===== src/spi_cfg_pkg.sv =====
// Register map, fields and carrier types of the SPI configuration block.
package spi_cfg_pkg;
  // ----------------------------------------------------------------
  // Register indices and byte addresses
  // ----------------------------------------------------------------
  localparam int          IDX_UNIT_CONTROL       = 0;  // Unit control register index.
  localparam int          IDX_PIN_AND_FAULT      = 1;  // Pin and fault control register index.
  localparam int          IDX_CLOCK_DIVIDER      = 2;  // Serial clock divider register index.
  localparam int          IDX_EVENT_STATUS       = 3;  // Event status register index.
  localparam int          IDX_EVENT_MASK         = 4;  // Event mask register index.
  localparam int          ADDR_W                 = 8;  // Width of the bus address.
  localparam logic [7:0]  ADDR_UNIT_CONTROL      = 8'(4 * IDX_UNIT_CONTROL);
  localparam logic [7:0]  ADDR_PIN_AND_FAULT     = 8'(4 * IDX_PIN_AND_FAULT);
  localparam logic [7:0]  ADDR_CLOCK_DIVIDER     = 8'(4 * IDX_CLOCK_DIVIDER);
  localparam logic [7:0]  ADDR_EVENT_STATUS      = 8'(4 * IDX_EVENT_STATUS);
  localparam logic [7:0]  ADDR_EVENT_MASK        = 8'(4 * IDX_EVENT_MASK);

  // ----------------------------------------------------------------
  // Field positions
  // ----------------------------------------------------------------
  localparam int BIT_UNIT_ENABLE   = 0;  // Unit control: unit enable.
  localparam int BIT_ROLE_SELECT   = 1;  // Unit control: controller role select.
  localparam int BIT_SELECT_OE     = 2;  // Unit control: select output enable.
  localparam int BIT_FAULT_DETECT  = 4;  // Pin and fault control: fault detect enable.
  localparam int BIT_SW_OUT_EN     = 3;  // Pin and fault control: single wire output enable.
  localparam int BIT_HALT_IN_WAIT  = 1;  // Pin and fault control: halt in wait.
  localparam int BIT_SW_SELECT     = 0;  // Pin and fault control: single wire select.
  localparam int LSB_CLOCK_SELECT  = 0;  // Divider: lowest bit of the select field.
  localparam int LSB_PRESELECT     = 4;  // Divider: lowest bit of the preselect field.
  localparam int BAUD_FIELD_W      = 3;  // Width of both divider fields.
  localparam int EVT_CONFLICT      = 0;  // Status: master conflict flag.
  localparam int EVT_ABORT         = 1;  // Status: transfer aborted by a setting change.
  localparam int STS_CLOCK_RUN     = 2;  // Status: serial clock running.
  localparam int STS_WAIT_HALT     = 3;  // Status: clock held by wait mode.
  localparam int EVT_W             = 2;  // Number of sticky event bits.

  // ----------------------------------------------------------------
  // Reset values and writable masks
  // ----------------------------------------------------------------
  localparam logic [7:0] RST_UNIT_CONTROL   = 8'h00;  // Unit control after reset.
  localparam logic [7:0] RST_PIN_AND_FAULT  = 8'h00;  // Pin and fault control after reset.
  localparam logic [7:0] RST_CLOCK_DIVIDER  = 8'h00;  // Divider after reset.
  localparam logic [7:0] MASK_UNIT_CONTROL  = 8'h07;  // Implemented unit control bits.
  localparam logic [7:0] MASK_PIN_AND_FAULT = 8'h1B;  // Implemented pin and fault bits.
  localparam logic [7:0] MASK_CLOCK_DIVIDER = 8'h77;  // Implemented divider bits.

  // ----------------------------------------------------------------
  // Carrier types
  // ----------------------------------------------------------------
  // Drive of one pad: output value and active-low output enable.
  typedef struct packed {
    logic o;     // Value driven on the pad.
    logic oe_n;  // Low while the pad is driven.
  } pad_drive_type;

  // Decoded settings of the pin and fault control register.
  typedef struct packed {
    logic fault_detect_enable;        // Select pin watched for a second master.
    logic single_wire_output_enable;  // Output buffer on in single wire mode.
    logic halt_in_wait;               // Serial clock stops in wait mode.
    logic single_wire_select;         // One data pin used both ways.
  } pin_cfg_type;

  // Serial clock generator states, Gray coded along idle, run, halted.
  typedef enum logic [1:0] {
    CLK_IDLE   = 2'b00,
    CLK_RUN    = 2'b01,
    CLK_HALTED = 2'b11
  } clk_state_type;
endpackage : spi_cfg_pkg


===== src/spi_pin_config.sv =====
// Pin, mode fault, serial clock and register logic of the SPI unit.
`timescale 1ns/1ns
`default_nettype none

// Notes on behaviour
// RQ1: Master without fault detect ignores select pin.
// RQ2: Slave always takes select pin as input.
// RQ3: Master fault-enable or single-wire change aborts.
// RQ4: Single-wire output enable gates data buffer.
// RQ5: Master single-wire output enable change aborts.
// RQ6: Halt in wait stops serial clock.
// RQ7: Master pins: normal two-wire or MOSI shared.
// RQ8: Slave pins: normal two-wire or MISO shared.
// RQ9: Reserved bit writes change nothing.
// RQ10: Divisor is (pre+1) times 2^(sel+1).
// RQ11: Serial clock is bus clock over divisor.
// RQ12: Divisors 2, 256, 512 at table corners; the code's corners are 2, 16, 256 and 2048.
// RQ13: Master divider field change aborts transfer.
// RQ14: Select output only with both enables.
// RQ15: Select low as master sets conflict flag.
// RQ16: External master never clocks slave at divide-two.
module spi_pin_config
  import spi_cfg_pkg::*;
#(
  parameter int CNT_W = 11  // Width of the divider counter.
) (
  input  wire logic              clk,           // Bus clock, 20 MHz.
  input  wire logic              rst,           // Synchronous reset, active high.
  input  wire logic              psel,          // APB select.
  input  wire logic              penable,       // APB enable.
  input  wire logic              pwrite,        // APB direction, high for write.
  input  wire logic [ADDR_W-1:0] paddr,         // APB byte address.
  input  wire logic [31:0]       pwdata,        // APB write data.
  output logic      [31:0]       prdata,        // APB read data.
  output logic                   pready,        // APB ready.
  output logic                   pslverr,       // APB error on unmapped address.
  output logic                   irq,           // Level interrupt.
  input  wire logic              wait_mode,     // Chip is in wait mode.
  input  wire logic              shift_active,  // Shifter has a transfer in progress.
  input  wire logic              tx_bit,        // Bit the shifter sends.
  output logic                   rx_bit,        // Synchronised bit for the shifter.
  output logic                   rx_clock,      // Synchronised serial clock as slave.
  output logic                   force_idle,    // Pulse that returns the shifter to idle.
  output logic                   sck_edge,      // Pulse on each generated clock edge.
  input  wire logic              ss_i,          // Select pad input.
  output pad_drive_type          ss_pad,        // Select pad drive.
  input  wire logic              sck_i,         // Clock pad input.
  output pad_drive_type          sck_pad,       // Clock pad drive.
  input  wire logic              mosi_i,        // Master-out pad input.
  output pad_drive_type          mosi_pad,      // Master-out pad drive.
  input  wire logic              miso_i,        // Master-in pad input.
  output pad_drive_type          miso_pad       // Master-in pad drive.
);
  // ----------------------------------------------------------------
  // Declarations
  // ----------------------------------------------------------------
  localparam int NPIN = 4;         // Number of synchronised pads.
  localparam int PIN_SS = 0;       // Index of the select pad.
  localparam int PIN_SCK = 1;      // Index of the clock pad.
  localparam int PIN_MOSI = 2;     // Index of the master-out pad.
  localparam int PIN_MISO = 3;     // Index of the master-in pad.

  logic [7:0]       unit_ctl_q;    // Unit control register.
  logic [7:0]       pin_ctl_q;     // Pin and fault control register.
  logic [7:0]       divider_q;     // Serial clock divider register.
  logic [EVT_W-1:0] status_q;      // Sticky event bits.
  logic [EVT_W-1:0] mask_q;        // Event mask.
  logic [31:0]      prdata_q;      // Read data register.
  logic             force_idle_q;  // Abort pulse register.
  clk_state_type    clk_state_q;   // Clock generator state.
  clk_state_type    clk_state_d;   // Next clock generator state.
  pin_cfg_type      cfg;           // Decoded pin settings.
  logic             unit_enable;   // Unit enabled.
  logic             master;        // Unit acts as controller.
  logic             sel_out_en;    // Select output enable.
  logic [NPIN-1:0]  pin_raw;       // Pad inputs.
  logic [NPIN-1:0]  sync1_q;       // First synchroniser stage.
  logic [NPIN-1:0]  sync2_q;       // Second synchroniser stage.
  logic [NPIN-1:0]  sync3_q;       // Third synchroniser stage.
  logic [NPIN-1:0]  pin_q;         // Filtered pad levels.
  logic             wr_en;         // Write taken this cycle.
  logic             setup;         // Setup phase of a transfer.
  logic             mapped;        // Address hits a register.
  logic             wr_pin;        // Write to pin and fault control.
  logic             wr_div;        // Write to the divider.
  logic [7:0]       pin_new;       // Pin control value after a write.
  logic [7:0]       div_new;       // Divider value after a write.
  logic             abort;         // Setting change that aborts a transfer.
  logic             ss_watch;      // Select pin is a fault input.
  logic             conflict;      // Mode fault seen this cycle.
  logic [EVT_W-1:0] events;        // Event set terms.
  logic             gen_run;       // Clock generator counts.
  logic             gen_sck;       // Generated clock level.

  assign unit_enable = unit_ctl_q[BIT_UNIT_ENABLE];
  assign master      = unit_ctl_q[BIT_ROLE_SELECT];
  assign sel_out_en  = unit_ctl_q[BIT_SELECT_OE];
  assign cfg         = '{fault_detect_enable:       pin_ctl_q[BIT_FAULT_DETECT],
                         single_wire_output_enable: pin_ctl_q[BIT_SW_OUT_EN],
                         halt_in_wait:              pin_ctl_q[BIT_HALT_IN_WAIT],
                         single_wire_select:        pin_ctl_q[BIT_SW_SELECT]};

  // ----------------------------------------------------------------
  // Pad synchronisers
  // ----------------------------------------------------------------
  assign pin_raw = {miso_i, mosi_i, sck_i, ss_i};

  // Each pad passes three flip-flops; a change counts once the second and third agree.
  generate
    for (genvar i = 0; i < NPIN; i++)
    begin : g_sync
      always_ff @(posedge clk)
      begin
        if (rst)
        begin
          sync1_q[i] <= 1'b1;
          sync2_q[i] <= 1'b1;
          sync3_q[i] <= 1'b1;
          pin_q[i]   <= 1'b1;
        end
        else
        begin
          sync1_q[i] <= pin_raw[i];
          sync2_q[i] <= sync1_q[i];
          sync3_q[i] <= sync2_q[i];
          if (sync2_q[i] == sync3_q[i])
          begin
            pin_q[i] <= sync3_q[i];
          end
        end
      end
    end
  endgenerate

  // ----------------------------------------------------------------
  // APB decode
  // ----------------------------------------------------------------
  assign setup   = psel && !penable;
  assign wr_en   = psel && penable && pwrite && mapped;
  assign mapped  = (paddr == ADDR_UNIT_CONTROL) || (paddr == ADDR_PIN_AND_FAULT) ||
                   (paddr == ADDR_CLOCK_DIVIDER) || (paddr == ADDR_EVENT_STATUS) ||
                   (paddr == ADDR_EVENT_MASK);
  assign wr_pin  = wr_en && (paddr == ADDR_PIN_AND_FAULT);
  assign wr_div  = wr_en && (paddr == ADDR_CLOCK_DIVIDER);
  // Reserved bits are masked off so that writing them leaves the state alone.
  assign pin_new = pwdata[7:0] & MASK_PIN_AND_FAULT;  // see RQ9
  assign div_new = pwdata[7:0] & MASK_CLOCK_DIVIDER;  // see RQ9
  assign pready  = 1'b1;
  assign pslverr = psel && penable && !mapped;
  assign prdata  = prdata_q;

  // Read data are captured in the setup phase and stand through the access phase.
  always_ff @(posedge clk)
  begin
    if (rst)
    begin
      prdata_q <= '0;
    end
    else if (setup && !pwrite)
    begin
      case (paddr)
        ADDR_UNIT_CONTROL:  prdata_q <= {24'h000000, unit_ctl_q};
        ADDR_PIN_AND_FAULT: prdata_q <= {24'h000000, pin_ctl_q};
        ADDR_CLOCK_DIVIDER: prdata_q <= {24'h000000, divider_q};
        ADDR_EVENT_STATUS:  prdata_q <= {28'h0000000, clk_state_q == CLK_HALTED,
                                         clk_state_q == CLK_RUN, status_q};
        ADDR_EVENT_MASK:    prdata_q <= {30'h00000000, mask_q};
        default:            prdata_q <= '0;
      endcase
    end
  end

  // ----------------------------------------------------------------
  // Configuration registers
  // ----------------------------------------------------------------
  // Unit control register.
  always_ff @(posedge clk)
  begin
    if (rst)
    begin
      unit_ctl_q <= RST_UNIT_CONTROL;
    end
    else if (wr_en && paddr == ADDR_UNIT_CONTROL)
    begin
      unit_ctl_q <= pwdata[7:0] & MASK_UNIT_CONTROL;
    end
  end

  // Pin and fault control register.
  always_ff @(posedge clk)
  begin
    if (rst)
    begin
      pin_ctl_q <= RST_PIN_AND_FAULT;
    end
    else if (wr_pin)
    begin
      pin_ctl_q <= pin_new;
    end
  end

  // Serial clock divider register.
  always_ff @(posedge clk)
  begin
    if (rst)
    begin
      divider_q <= RST_CLOCK_DIVIDER;
    end
    else if (wr_div)
    begin
      divider_q <= div_new;
    end
  end

  // ----------------------------------------------------------------
  // Abort on setting change
  // ----------------------------------------------------------------
  // Only a real change counts; rewriting the same value keeps the transfer going.
  always_comb
  begin
    abort = 1'b0;
    if (master && wr_pin)
    begin
      if (pin_new[BIT_FAULT_DETECT] != cfg.fault_detect_enable ||
          pin_new[BIT_SW_SELECT] != cfg.single_wire_select)
      begin
        abort = 1'b1;  // see RQ3
      end
      else if (cfg.single_wire_select && pin_new[BIT_SW_OUT_EN] != cfg.single_wire_output_enable)
      begin
        abort = 1'b1;  // see RQ5
      end
    end
    if (master && wr_div && div_new != divider_q)
    begin
      abort = 1'b1;  // see RQ13
    end
  end

  // Registered abort pulse; it also restarts the clock generator.
  always_ff @(posedge clk)
  begin
    if (rst)
    begin
      force_idle_q <= 1'b0;
    end
    else
    begin
      force_idle_q <= abort || (master && conflict);
    end
  end

  assign force_idle = force_idle_q;

  // ----------------------------------------------------------------
  // Select pin and mode fault
  // ----------------------------------------------------------------
  // As master the pin is a fault input with detection on, output off.
  assign ss_watch = unit_enable && master && cfg.fault_detect_enable && !sel_out_en;  // see RQ14
  // A low select level seen by a master that watches the pin is a second master.
  assign conflict = ss_watch && !pin_q[PIN_SS];  // see RQ15

  // Select pad: driven only as master with both enables, else never driven.
  always_comb
  begin
    ss_pad = '{o: 1'b1, oe_n: 1'b1};  // see RQ1
    if (unit_enable && master && cfg.fault_detect_enable && sel_out_en)
    begin
      ss_pad = '{o: !shift_active, oe_n: 1'b0};  // see RQ14
    end
  end

  // ----------------------------------------------------------------
  // Data pins
  // ----------------------------------------------------------------
  // Pad directions follow role, single wire select and its output enable.
  always_comb
  begin
    mosi_pad = '{o: 1'b0, oe_n: 1'b1};
    miso_pad = '{o: 1'b0, oe_n: 1'b1};
    rx_bit   = 1'b0;
    if (unit_enable && master)
    begin
      mosi_pad.o = tx_bit;
      if (!cfg.single_wire_select)
      begin
        mosi_pad.oe_n = 1'b0;  // see RQ7
        rx_bit        = pin_q[PIN_MISO];
      end
      else
      begin
        mosi_pad.oe_n = !cfg.single_wire_output_enable;  // see RQ4
        rx_bit        = pin_q[PIN_MOSI];  // see RQ7
      end
    end
    else if (unit_enable)
    begin
      // A slave drives only while selected.
      miso_pad.o = tx_bit;
      if (!cfg.single_wire_select)
      begin
        miso_pad.oe_n = pin_q[PIN_SS];  // see RQ2
        rx_bit        = pin_q[PIN_MOSI];  // see RQ8
      end
      else
      begin
        miso_pad.oe_n = pin_q[PIN_SS] || !cfg.single_wire_output_enable;  // see RQ4
        rx_bit        = pin_q[PIN_MISO];  // see RQ8
      end
    end
  end

  // Filtered external clock for a slave.
  assign rx_clock = pin_q[PIN_SCK];  // see RQ16

  // ----------------------------------------------------------------
  // Serial clock generation
  // ----------------------------------------------------------------
  // The generator runs in a master transfer, held in wait if asked.
  always_comb
  begin
    clk_state_d = clk_state_q;
    case (clk_state_q)
      CLK_IDLE:
        if (unit_enable && master && shift_active && !force_idle_q)
        begin
          clk_state_d = (cfg.halt_in_wait && wait_mode) ? CLK_HALTED : CLK_RUN;  // see RQ6
        end
      CLK_RUN:
        if (!(unit_enable && master && shift_active) || force_idle_q)
        begin
          clk_state_d = CLK_IDLE;
        end
        else if (cfg.halt_in_wait && wait_mode)
        begin
          clk_state_d = CLK_HALTED;  // see RQ6
        end
      CLK_HALTED:
        if (!(unit_enable && master && shift_active) || force_idle_q)
        begin
          clk_state_d = CLK_IDLE;
        end
        else if (!(cfg.halt_in_wait && wait_mode))
        begin
          clk_state_d = CLK_RUN;
        end
      default:
        clk_state_d = CLK_IDLE;
    endcase
  end

  // Clock generator state register.
  always_ff @(posedge clk)
  begin
    if (rst)
    begin
      clk_state_q <= CLK_IDLE;
    end
    else
    begin
      clk_state_q <= clk_state_d;
    end
  end

  assign gen_run = (clk_state_q == CLK_RUN);

  // Divider that turns the bus clock into the serial clock.
  spi_baud_gen #(
    .CNT_W (CNT_W)
  ) u_baud (
    .clk       (clk),
    .rst       (rst),
    .run       (gen_run),
    .clear     (force_idle_q),
    .preselect (divider_q[LSB_PRESELECT +: BAUD_FIELD_W]),
    .select    (divider_q[LSB_CLOCK_SELECT +: BAUD_FIELD_W]),
    .sck       (gen_sck),
    .edge_p    (sck_edge)
  );

  // Only a master drives the clock pad.
  assign sck_pad = '{o: gen_sck, oe_n: !(unit_enable && master)};

  // ----------------------------------------------------------------
  // Events and interrupt
  // ----------------------------------------------------------------
  assign events = {abort, conflict};

  // Sticky bits cleared by writing one; a new event in the same cycle wins over the clear.
  always_ff @(posedge clk)
  begin
    if (rst)
    begin
      status_q <= '0;
    end
    else
    begin
      status_q <= (status_q & ~((wr_en && paddr == ADDR_EVENT_STATUS) ? pwdata[EVT_W-1:0] : '0)) |
                  events;
    end
  end

  // Event mask register.
  always_ff @(posedge clk)
  begin
    if (rst)
    begin
      mask_q <= '0;
    end
    else if (wr_en && paddr == ADDR_EVENT_MASK)
    begin
      mask_q <= pwdata[EVT_W-1:0];
    end
  end

  assign irq = |(status_q & mask_q);
endmodule : spi_pin_config
`default_nettype wire


===== src/spi_baud_gen.sv =====
// Serial clock divider that turns the bus clock into the serial clock.
`timescale 1ns/1ns
`default_nettype none
module spi_baud_gen
  import spi_cfg_pkg::*;
#(
  parameter int CNT_W = 11  // Width of the half period counter.
) (
  input  wire logic                    clk,        // Bus clock.
  input  wire logic                    rst,        // Synchronous reset, active high.
  input  wire logic                    run,        // Count while high.
  input  wire logic                    clear,      // Restart from the idle level.
  input  wire logic [BAUD_FIELD_W-1:0] preselect,  // Preselect field.
  input  wire logic [BAUD_FIELD_W-1:0] select,     // Select field.
  output logic                         sck,        // Serial clock level, low when idle.
  output logic                         edge_p      // One cycle pulse on each serial clock edge.
);
  // ----------------------------------------------------------------
  // Half period
  // ----------------------------------------------------------------
  logic [CNT_W-1:0] half_len;  // Bus cycles per serial clock half period.
  logic [CNT_W-1:0] cnt_q;     // Cycles counted in the current half period.
  logic             sck_q;     // Serial clock level.

  // A half of the divisor (preselect+1) * 2^(select+1).
  assign half_len = CNT_W'({1'b0, preselect} + 4'h1) << select;  // see RQ10

  // ----------------------------------------------------------------
  // Counter and clock level
  // ----------------------------------------------------------------
  // The level toggles after each half period.
  always_ff @(posedge clk)
  begin
    if (rst || clear || !run)
    begin
      cnt_q <= '0;
      sck_q <= 1'b0;
    end
    else if (cnt_q == half_len - CNT_W'(1))
    begin
      cnt_q <= '0;
      sck_q <= ~sck_q;  // see RQ11
    end
    else
    begin
      cnt_q <= cnt_q + CNT_W'(1);
    end
  end

  // Zero fields give a half of one cycle: divisor 2.
  assign edge_p = run && !clear && (cnt_q == half_len - CNT_W'(1));  // see RQ12
  assign sck    = sck_q;
endmodule : spi_baud_gen
`default_nettype wire


===== config.mk =====
export PLATFORM = sky130hd
export DESIGN_NAME = spi_pin_config
export DESIGN_NICKNAME = d
export VERILOG_FILES = /design/src/spi_cfg_pkg.sv /design/src/spi_pin_config.sv /design/src/spi_baud_gen.sv
export SDC_FILE = /design/constraint.sdc
export NUM_CORES = 1
export LEC_CHECK = 0
export BUFFER_PORTS_ARGS = -buffer_cell sky130_fd_sc_hd__buf_2
export CORE_MARGIN = 2
export CORE_UTILIZATION = 47
export CTS_CLUSTER_DIAMETER = 60
export DETAILED_ROUTE_END_ITERATION = 7
export PLACE_DENSITY = 0.74
export SYNTH_ARGS = -nofsm -noshare
export SYNTH_HDL_FRONTEND = slang
export SYNTH_SLANG_ARGS = --single-unit

===== constraint.sdc =====
create_clock -name clk -period 3.4 [get_ports clk]
set_input_delay 0.17 -clock clk [delete_from_list [all_inputs] [get_ports clk]]
set_output_delay 0.17 -clock clk [all_outputs]
set_load 0.02 [all_outputs]

==> impl_metrics.prom <==
# TYPE chip_impl_metric gauge
chip_impl_info{name="outcome",value="finished clean"} 1
chip_impl_metric{name="core-area",unit="um2"} 7180
chip_impl_metric{name="die_x",unit="um"} 89.6
chip_impl_metric{name="h-tree-depth",unit=""} 2
chip_impl_info{name="critical-path-top-delay-family",value="simple AND/OR/NAND/NOR gates"} 1
chip_impl_info{name="hold_path_startpoint",value="miso_i"} 1
chip_impl_info{name="dominant_combinational_cell_family_by_area_after_synthesis",value="simple AND/OR/NAND/NOR gates"} 1
chip_impl_metric{name="reg2reg_depth",unit=""} 12
chip_impl_info{name="worst_r2r_startpoint",value="divider_q[4]$_SDFFE_PP0N_"} 1
chip_impl_metric{name="p_leak",unit="nW"} 1.66
chip_impl_metric{name="avgSynthCellArea",unit="um2"} 8.03
chip_impl_info{name="hold-path-endpoint",value="sync1_q[3]$_SDFF_PP1_"} 1
chip_impl_metric{name="totalPowerFinal",unit="mW"} 1.12
chip_impl_metric{name="net_count_reported_at_finish",unit=""} 536
chip_impl_metric{name="floorplan.die.height",unit="um"} 89.6
chip_impl_info{name="setup_repair_after_global_routing_missed_its_margin",value="true"} 1
chip_impl_metric{name="clkSlewWorstSetupHoldPaths",unit="ns"} 0.09
chip_impl_info{name="cts.root.buffer_cell",value="sky130_fd_sc_hd__clkbuf_8"} 1
chip_impl_metric{name="grt_start_max_net_pins",unit=""} 44
chip_impl_metric{name="asyncSetResetFlopFracSynth",unit="%"} 0
chip_impl_info{name="crit_path_end_kind",value="output pin"} 1
chip_impl_metric{name="max_clock_freq",unit="MHz"} 300
chip_impl_metric{name="setup_violations_final",unit=""} 0
chip_impl_info{name="cpMostUsedCell",value="sky130_fd_sc_hd__buf_4"} 1
chip_impl_metric{name="crit_fanout",unit=""} 3
chip_impl_metric{name="max_cap_viol_count",unit=""} 0
chip_impl_metric{name="critical_path_buf_inv_count",unit=""} 3
chip_impl_metric{name="layout-drive-gt1-share",unit="%"} 23.4
chip_impl_metric{name="holdBufCountCts",unit=""} 0
chip_impl_metric{name="via_count",unit=""} 3247
chip_impl_info{name="dominantRegCellSynth",value="sky130_fd_sc_hd__dfxtp_1"} 1
chip_impl_metric{name="n_antenna_cell",unit=""} 0
chip_impl_metric{name="synth_simple_gate_area_share",unit="%"} 25.6
chip_impl_metric{name="synthXorXnorAreaFrac",unit="%"} 8.03
chip_impl_metric{name="vias_per_cell",unit=""} 5.59
chip_impl_metric{name="boundaryPins",unit=""} 99
chip_impl_metric{name="globalRoute.totalOverflow",unit=""} 0
chip_impl_metric{name="max-vdd-ir-drop",unit="V"} 0.000367
chip_impl_metric{name="ys_seq_area_share",unit="%"} 32.0
chip_impl_metric{name="area_delta_synth_final",unit="%"} 15.8
chip_impl_info{name="hp-class",value="input pin to flop"} 1
chip_impl_metric{name="antenna_violating_nets_post_route",unit=""} 0
chip_impl_info{name="worst_setup_path_start_kind",value="flop"} 1
chip_impl_metric{name="wl_per_cell",unit="um"} 13.8
chip_impl_metric{name="cp_slowest_stage_delay",unit="ns"} 0.55
chip_impl_metric{name="first_pass_iteration_count_of_the_detailed_router",unit=""} 5
chip_impl_metric{name="post-route-drc-count",unit=""} 0
chip_impl_metric{name="wl",unit="mm"} 8.03
chip_impl_metric{name="fill_cells",unit=""} 685
chip_impl_metric{name="ys_seq_elements",unit=""} 55
chip_impl_metric{name="synth-warning-count",unit=""} 0
chip_impl_metric{name="synth-compound-area-share",unit="%"} 19.2
chip_impl_metric{name="synth.mux.area_fraction",unit="%"} 3.63
chip_impl_metric{name="rows",unit=""} 31
chip_impl_metric{name="wire_length_of_the_first_global_routing_pass",unit="mm"} 12.8
chip_impl_metric{name="finClkSkew",unit="ns"} 0.00629
chip_impl_metric{name="cp.required",unit="ns"} 3.23
chip_impl_metric{name="tightestPinTransition",unit="ns"} 0.671
chip_impl_metric{name="postSynthCellCount",unit=""} 429
chip_impl_metric{name="whs_path_depth",unit=""} 2
chip_impl_metric{name="timing.reg2reg.setup_slack",unit="ns"} 0.09
chip_impl_metric{name="synth_edf_count",unit=""} 0
chip_impl_metric{name="finalCriticalPeriod",unit="ns"} 3.33
chip_impl_metric{name="start_util",unit="%"} 48.0
chip_impl_metric{name="drt_first_iter_violations",unit=""} 182
chip_impl_metric{name="max_slew_margin",unit="%"} 55.2
chip_impl_metric{name="numCtsBuffers",unit=""} 5
chip_impl_metric{name="post-dp-hpwl",unit="mm"} 6.02
chip_impl_metric{name="synth_fa_ha_area_share",unit="%"} 1.09
chip_impl_metric{name="design.die.area",unit="um2"} 8030
chip_impl_metric{name="post_synth_num_cell_types",unit=""} 63
chip_impl_metric{name="globalplace.congestion",unit=""} 0.882
chip_impl_metric{name="port_buffers",unit=""} 47
chip_impl_metric{name="finish.utilization",unit="%"} 55.6
chip_impl_info{name="timing.setup.critical_path_class",value="flop to output pin"} 1
chip_impl_info{name="cp_cell_sequence",value="ha_4 -> and3b_2 -> buf_4 -> nor4_2 -> buf_4 -> a311o_1 -> a41o_1 -> o211ai_1 -> or4b_4 -> nor4b_4 -> buf_4"} 1
chip_impl_metric{name="numClockSinks",unit=""} 55
chip_impl_metric{name="worst_ep_arrival_time",unit="ns"} 3.16
chip_impl_metric{name="grt_usage",unit="%"} 19.9
chip_impl_metric{name="post-route-period-util",unit="%"} 98.0
chip_impl_metric{name="cellPowerDensity",unit="nW/um2"} 280
chip_impl_metric{name="synth.cell_area",unit="um2"} 3440
chip_impl_metric{name="antenna_found_initial",unit=""} 0
chip_impl_metric{name="worstSkewPairLatency",unit="ns"} 0.30
chip_impl_info{name="critical_path.reg2reg.endpoint",value="u_baud.sck$_SDFFE_PP0N_"} 1
chip_impl_info{name="critPathSlowestCell",value="sky130_fd_sc_hd__or4b_4"} 1
chip_impl_metric{name="first_global_vias",unit=""} 2847
chip_impl_metric{name="hold_viol_final",unit=""} 0
chip_impl_metric{name="timing.final.max_slew_violations",unit=""} 0
chip_impl_metric{name="clockBufferDepth",unit=""} 2
chip_impl_info{name="clock_tree_from_tritoncts",value="yes"} 1
## logic make-up after synthesis
| group | count (synthesis) |
|---|---|
| compound gates | 100 |
| simple gates | 164 |
| fa+ha+maj | 3 |
| buf+inv | 65 |
| other cells | 2 |
| mux | 10 |
| flops | 55 |
| xor+xnor | 30 |
## per-stage QoR
stage	cell area (um2)	TNS, ns	hold slack (ns)	cells	setup slack, ns
2_1_floorplan	3540	0	0.274	453	0.123
3_3_place_gp	3750	0	0.354	569	0.0794
3_5_place_dp	3750	0	0.354	569	0.0635
4_1_cts	3920	-0.0115	0.0394	581	-0.0115
5_1_grt	3990	-0.0350	0.0383	581	-0.0350
6_report	3990	0	0.0482	581	0.0671
## where the power goes
group / internal (mW) / switching [mW] / total (mW) / leakage (nW)
registers: 0.648 / 0.00241 / 0.650 / 0.448
logic: 0.0240 / 0.0584 / 0.0824 / 1.16
clock network: 0.186 / 0.196 / 0.382 / 0.0515
total: 0.858 / 0.257 / 1.12 / 1.66
## what timing repair did
item | CTS | global route
pin swaps | 6 | 9
gates cloned | 0 | 0
setup buffers | 4 | 0
resized for setup | 13 | 11
setup endpoints to repair | 1 | 13
## registers in the layout, summed over array words and instances, names as in the netlist
name / flops
sync3_q: 4
unit_ctl_q: 3
clk_state_q: 2
divider_q: 6
rx_clock: 1
status_q: 2
pin_ctl_q: 4
sync1_q: 4
force_idle: 1
mask_q: 2
u_baud.cnt_q: 11
u_baud.sck: 1
sync2_q: 4
prdata: 7
pin_q: 3
## placed cells by master, fill, tap and decap left out, types with 4 or more instances in the layout
cell                       instances
sky130_fd_sc_hd__dfxtp_1          51
sky130_fd_sc_hd__buf_2            46
sky130_fd_sc_hd__a21oi_1          34
sky130_fd_sc_hd__nand3_1          30
sky130_fd_sc_hd__nor2_1           29
sky130_fd_sc_hd__nand2_1          27
sky130_fd_sc_hd__conb_1           26
sky130_fd_sc_hd__buf_4            25
sky130_fd_sc_hd__xor2_1           16
sky130_fd_sc_hd__inv_1            15
sky130_fd_sc_hd__o21ai_0          15
sky130_fd_sc_hd__nor3_1           13
sky130_fd_sc_hd__or2_2            12
sky130_fd_sc_hd__xnor2_1          11
sky130_fd_sc_hd__and3_1           10
sky130_fd_sc_hd__mux2i_1           8
sky130_fd_sc_hd__clkbuf_8          7
sky130_fd_sc_hd__nand2b_1          6
sky130_fd_sc_hd__nand4_1           5
sky130_fd_sc_hd__o211ai_1          5
sky130_fd_sc_hd__and2_1            4
sky130_fd_sc_hd__and3b_1           4
sky130_fd_sc_hd__a31oi_1           4
sky130_fd_sc_hd__o21bai_1          4
## synthesized netlist by cell type (4+ instances only)
library cell                n  area [um2]
sky130_fd_sc_hd__a21oi_1   34         170
sky130_fd_sc_hd__mux2i_1    8        80.1
sky130_fd_sc_hd__xnor2_1   12         105
sky130_fd_sc_hd__buf_4     28         210
sky130_fd_sc_hd__xor2_1    17         149
sky130_fd_sc_hd__nor4_1     4        25.0
sky130_fd_sc_hd__clkbuf_1  16        60.1
sky130_fd_sc_hd__o21ai_0   17        85.1
sky130_fd_sc_hd__nor3_1    13        65.1
sky130_fd_sc_hd__nand3_1   30         150
sky130_fd_sc_hd__nor2_1    30         113
sky130_fd_sc_hd__o211ai_1   5        37.5
sky130_fd_sc_hd__a31oi_1    4        25.0
sky130_fd_sc_hd__nand2b_1   6        37.5
sky130_fd_sc_hd__or2_2     12        75.1
sky130_fd_sc_hd__and2_1     4        25.0
sky130_fd_sc_hd__inv_1     15        56.3
sky130_fd_sc_hd__nand4_1    5        31.3
sky130_fd_sc_hd__o21bai_1   4        30.0
sky130_fd_sc_hd__nand2_1   27         101
sky130_fd_sc_hd__and3_1    10        62.6
sky130_fd_sc_hd__dfxtp_1   55        1100
sky130_fd_sc_hd__and3b_1    5        43.8
## layer usage
metal  wire, um  GRT usage, %  up-vias  part of all wire [%]
li1           -             -     1591                     -
met1       3520          26.5     1533                    44
met2       3940          33.2      107                    49
met3        397          2.56       16                   4.9
met4        182          6.92        0                   2.3
met5          0             0        -                     0
## final cells by class
type	count	area (um2)	share of cell area (%)
Tap cell	99	124	3.11
Sequential cell	55	1110	27.9
Timing Repair Buffer	71	418	10.5
Inverter	15	56.3	1.41
Multi-Input combinational cell	333	2180	54.6
Clock buffer	8	100	2.51
## how the worst max path moves through the flow
| stage | from | to | slack (ns) | depth (start not counted) |
|---|---|---|---|---|
| 6_report | divider_q[4]$_SDFFE_PP0N_ | sck_edge | 0.07 | 11 |
| 2_1_floorplan | divider_q[4]$_SDFFE_PP0N_ | sck_edge | 0.12 | 8 |
| 3_3_place_gp | divider_q[0]$_SDFFE_PP0N_ | u_baud.sck$_SDFFE_PP0N_ | 0.08 | 8 |
| 3_5_place_dp | divider_q[0]$_SDFFE_PP0N_ | u_baud.sck$_SDFFE_PP0N_ | 0.06 | 8 |
| 5_1_grt | divider_q[4]$_SDFFE_PP0N_ | sck_edge | -0.03 | 11 |
| 4_1_cts | divider_q[5]$_SDFFE_PP0N_ | sck_edge | -0.01 | 9 |
Power figures use the tool's default switching activity.
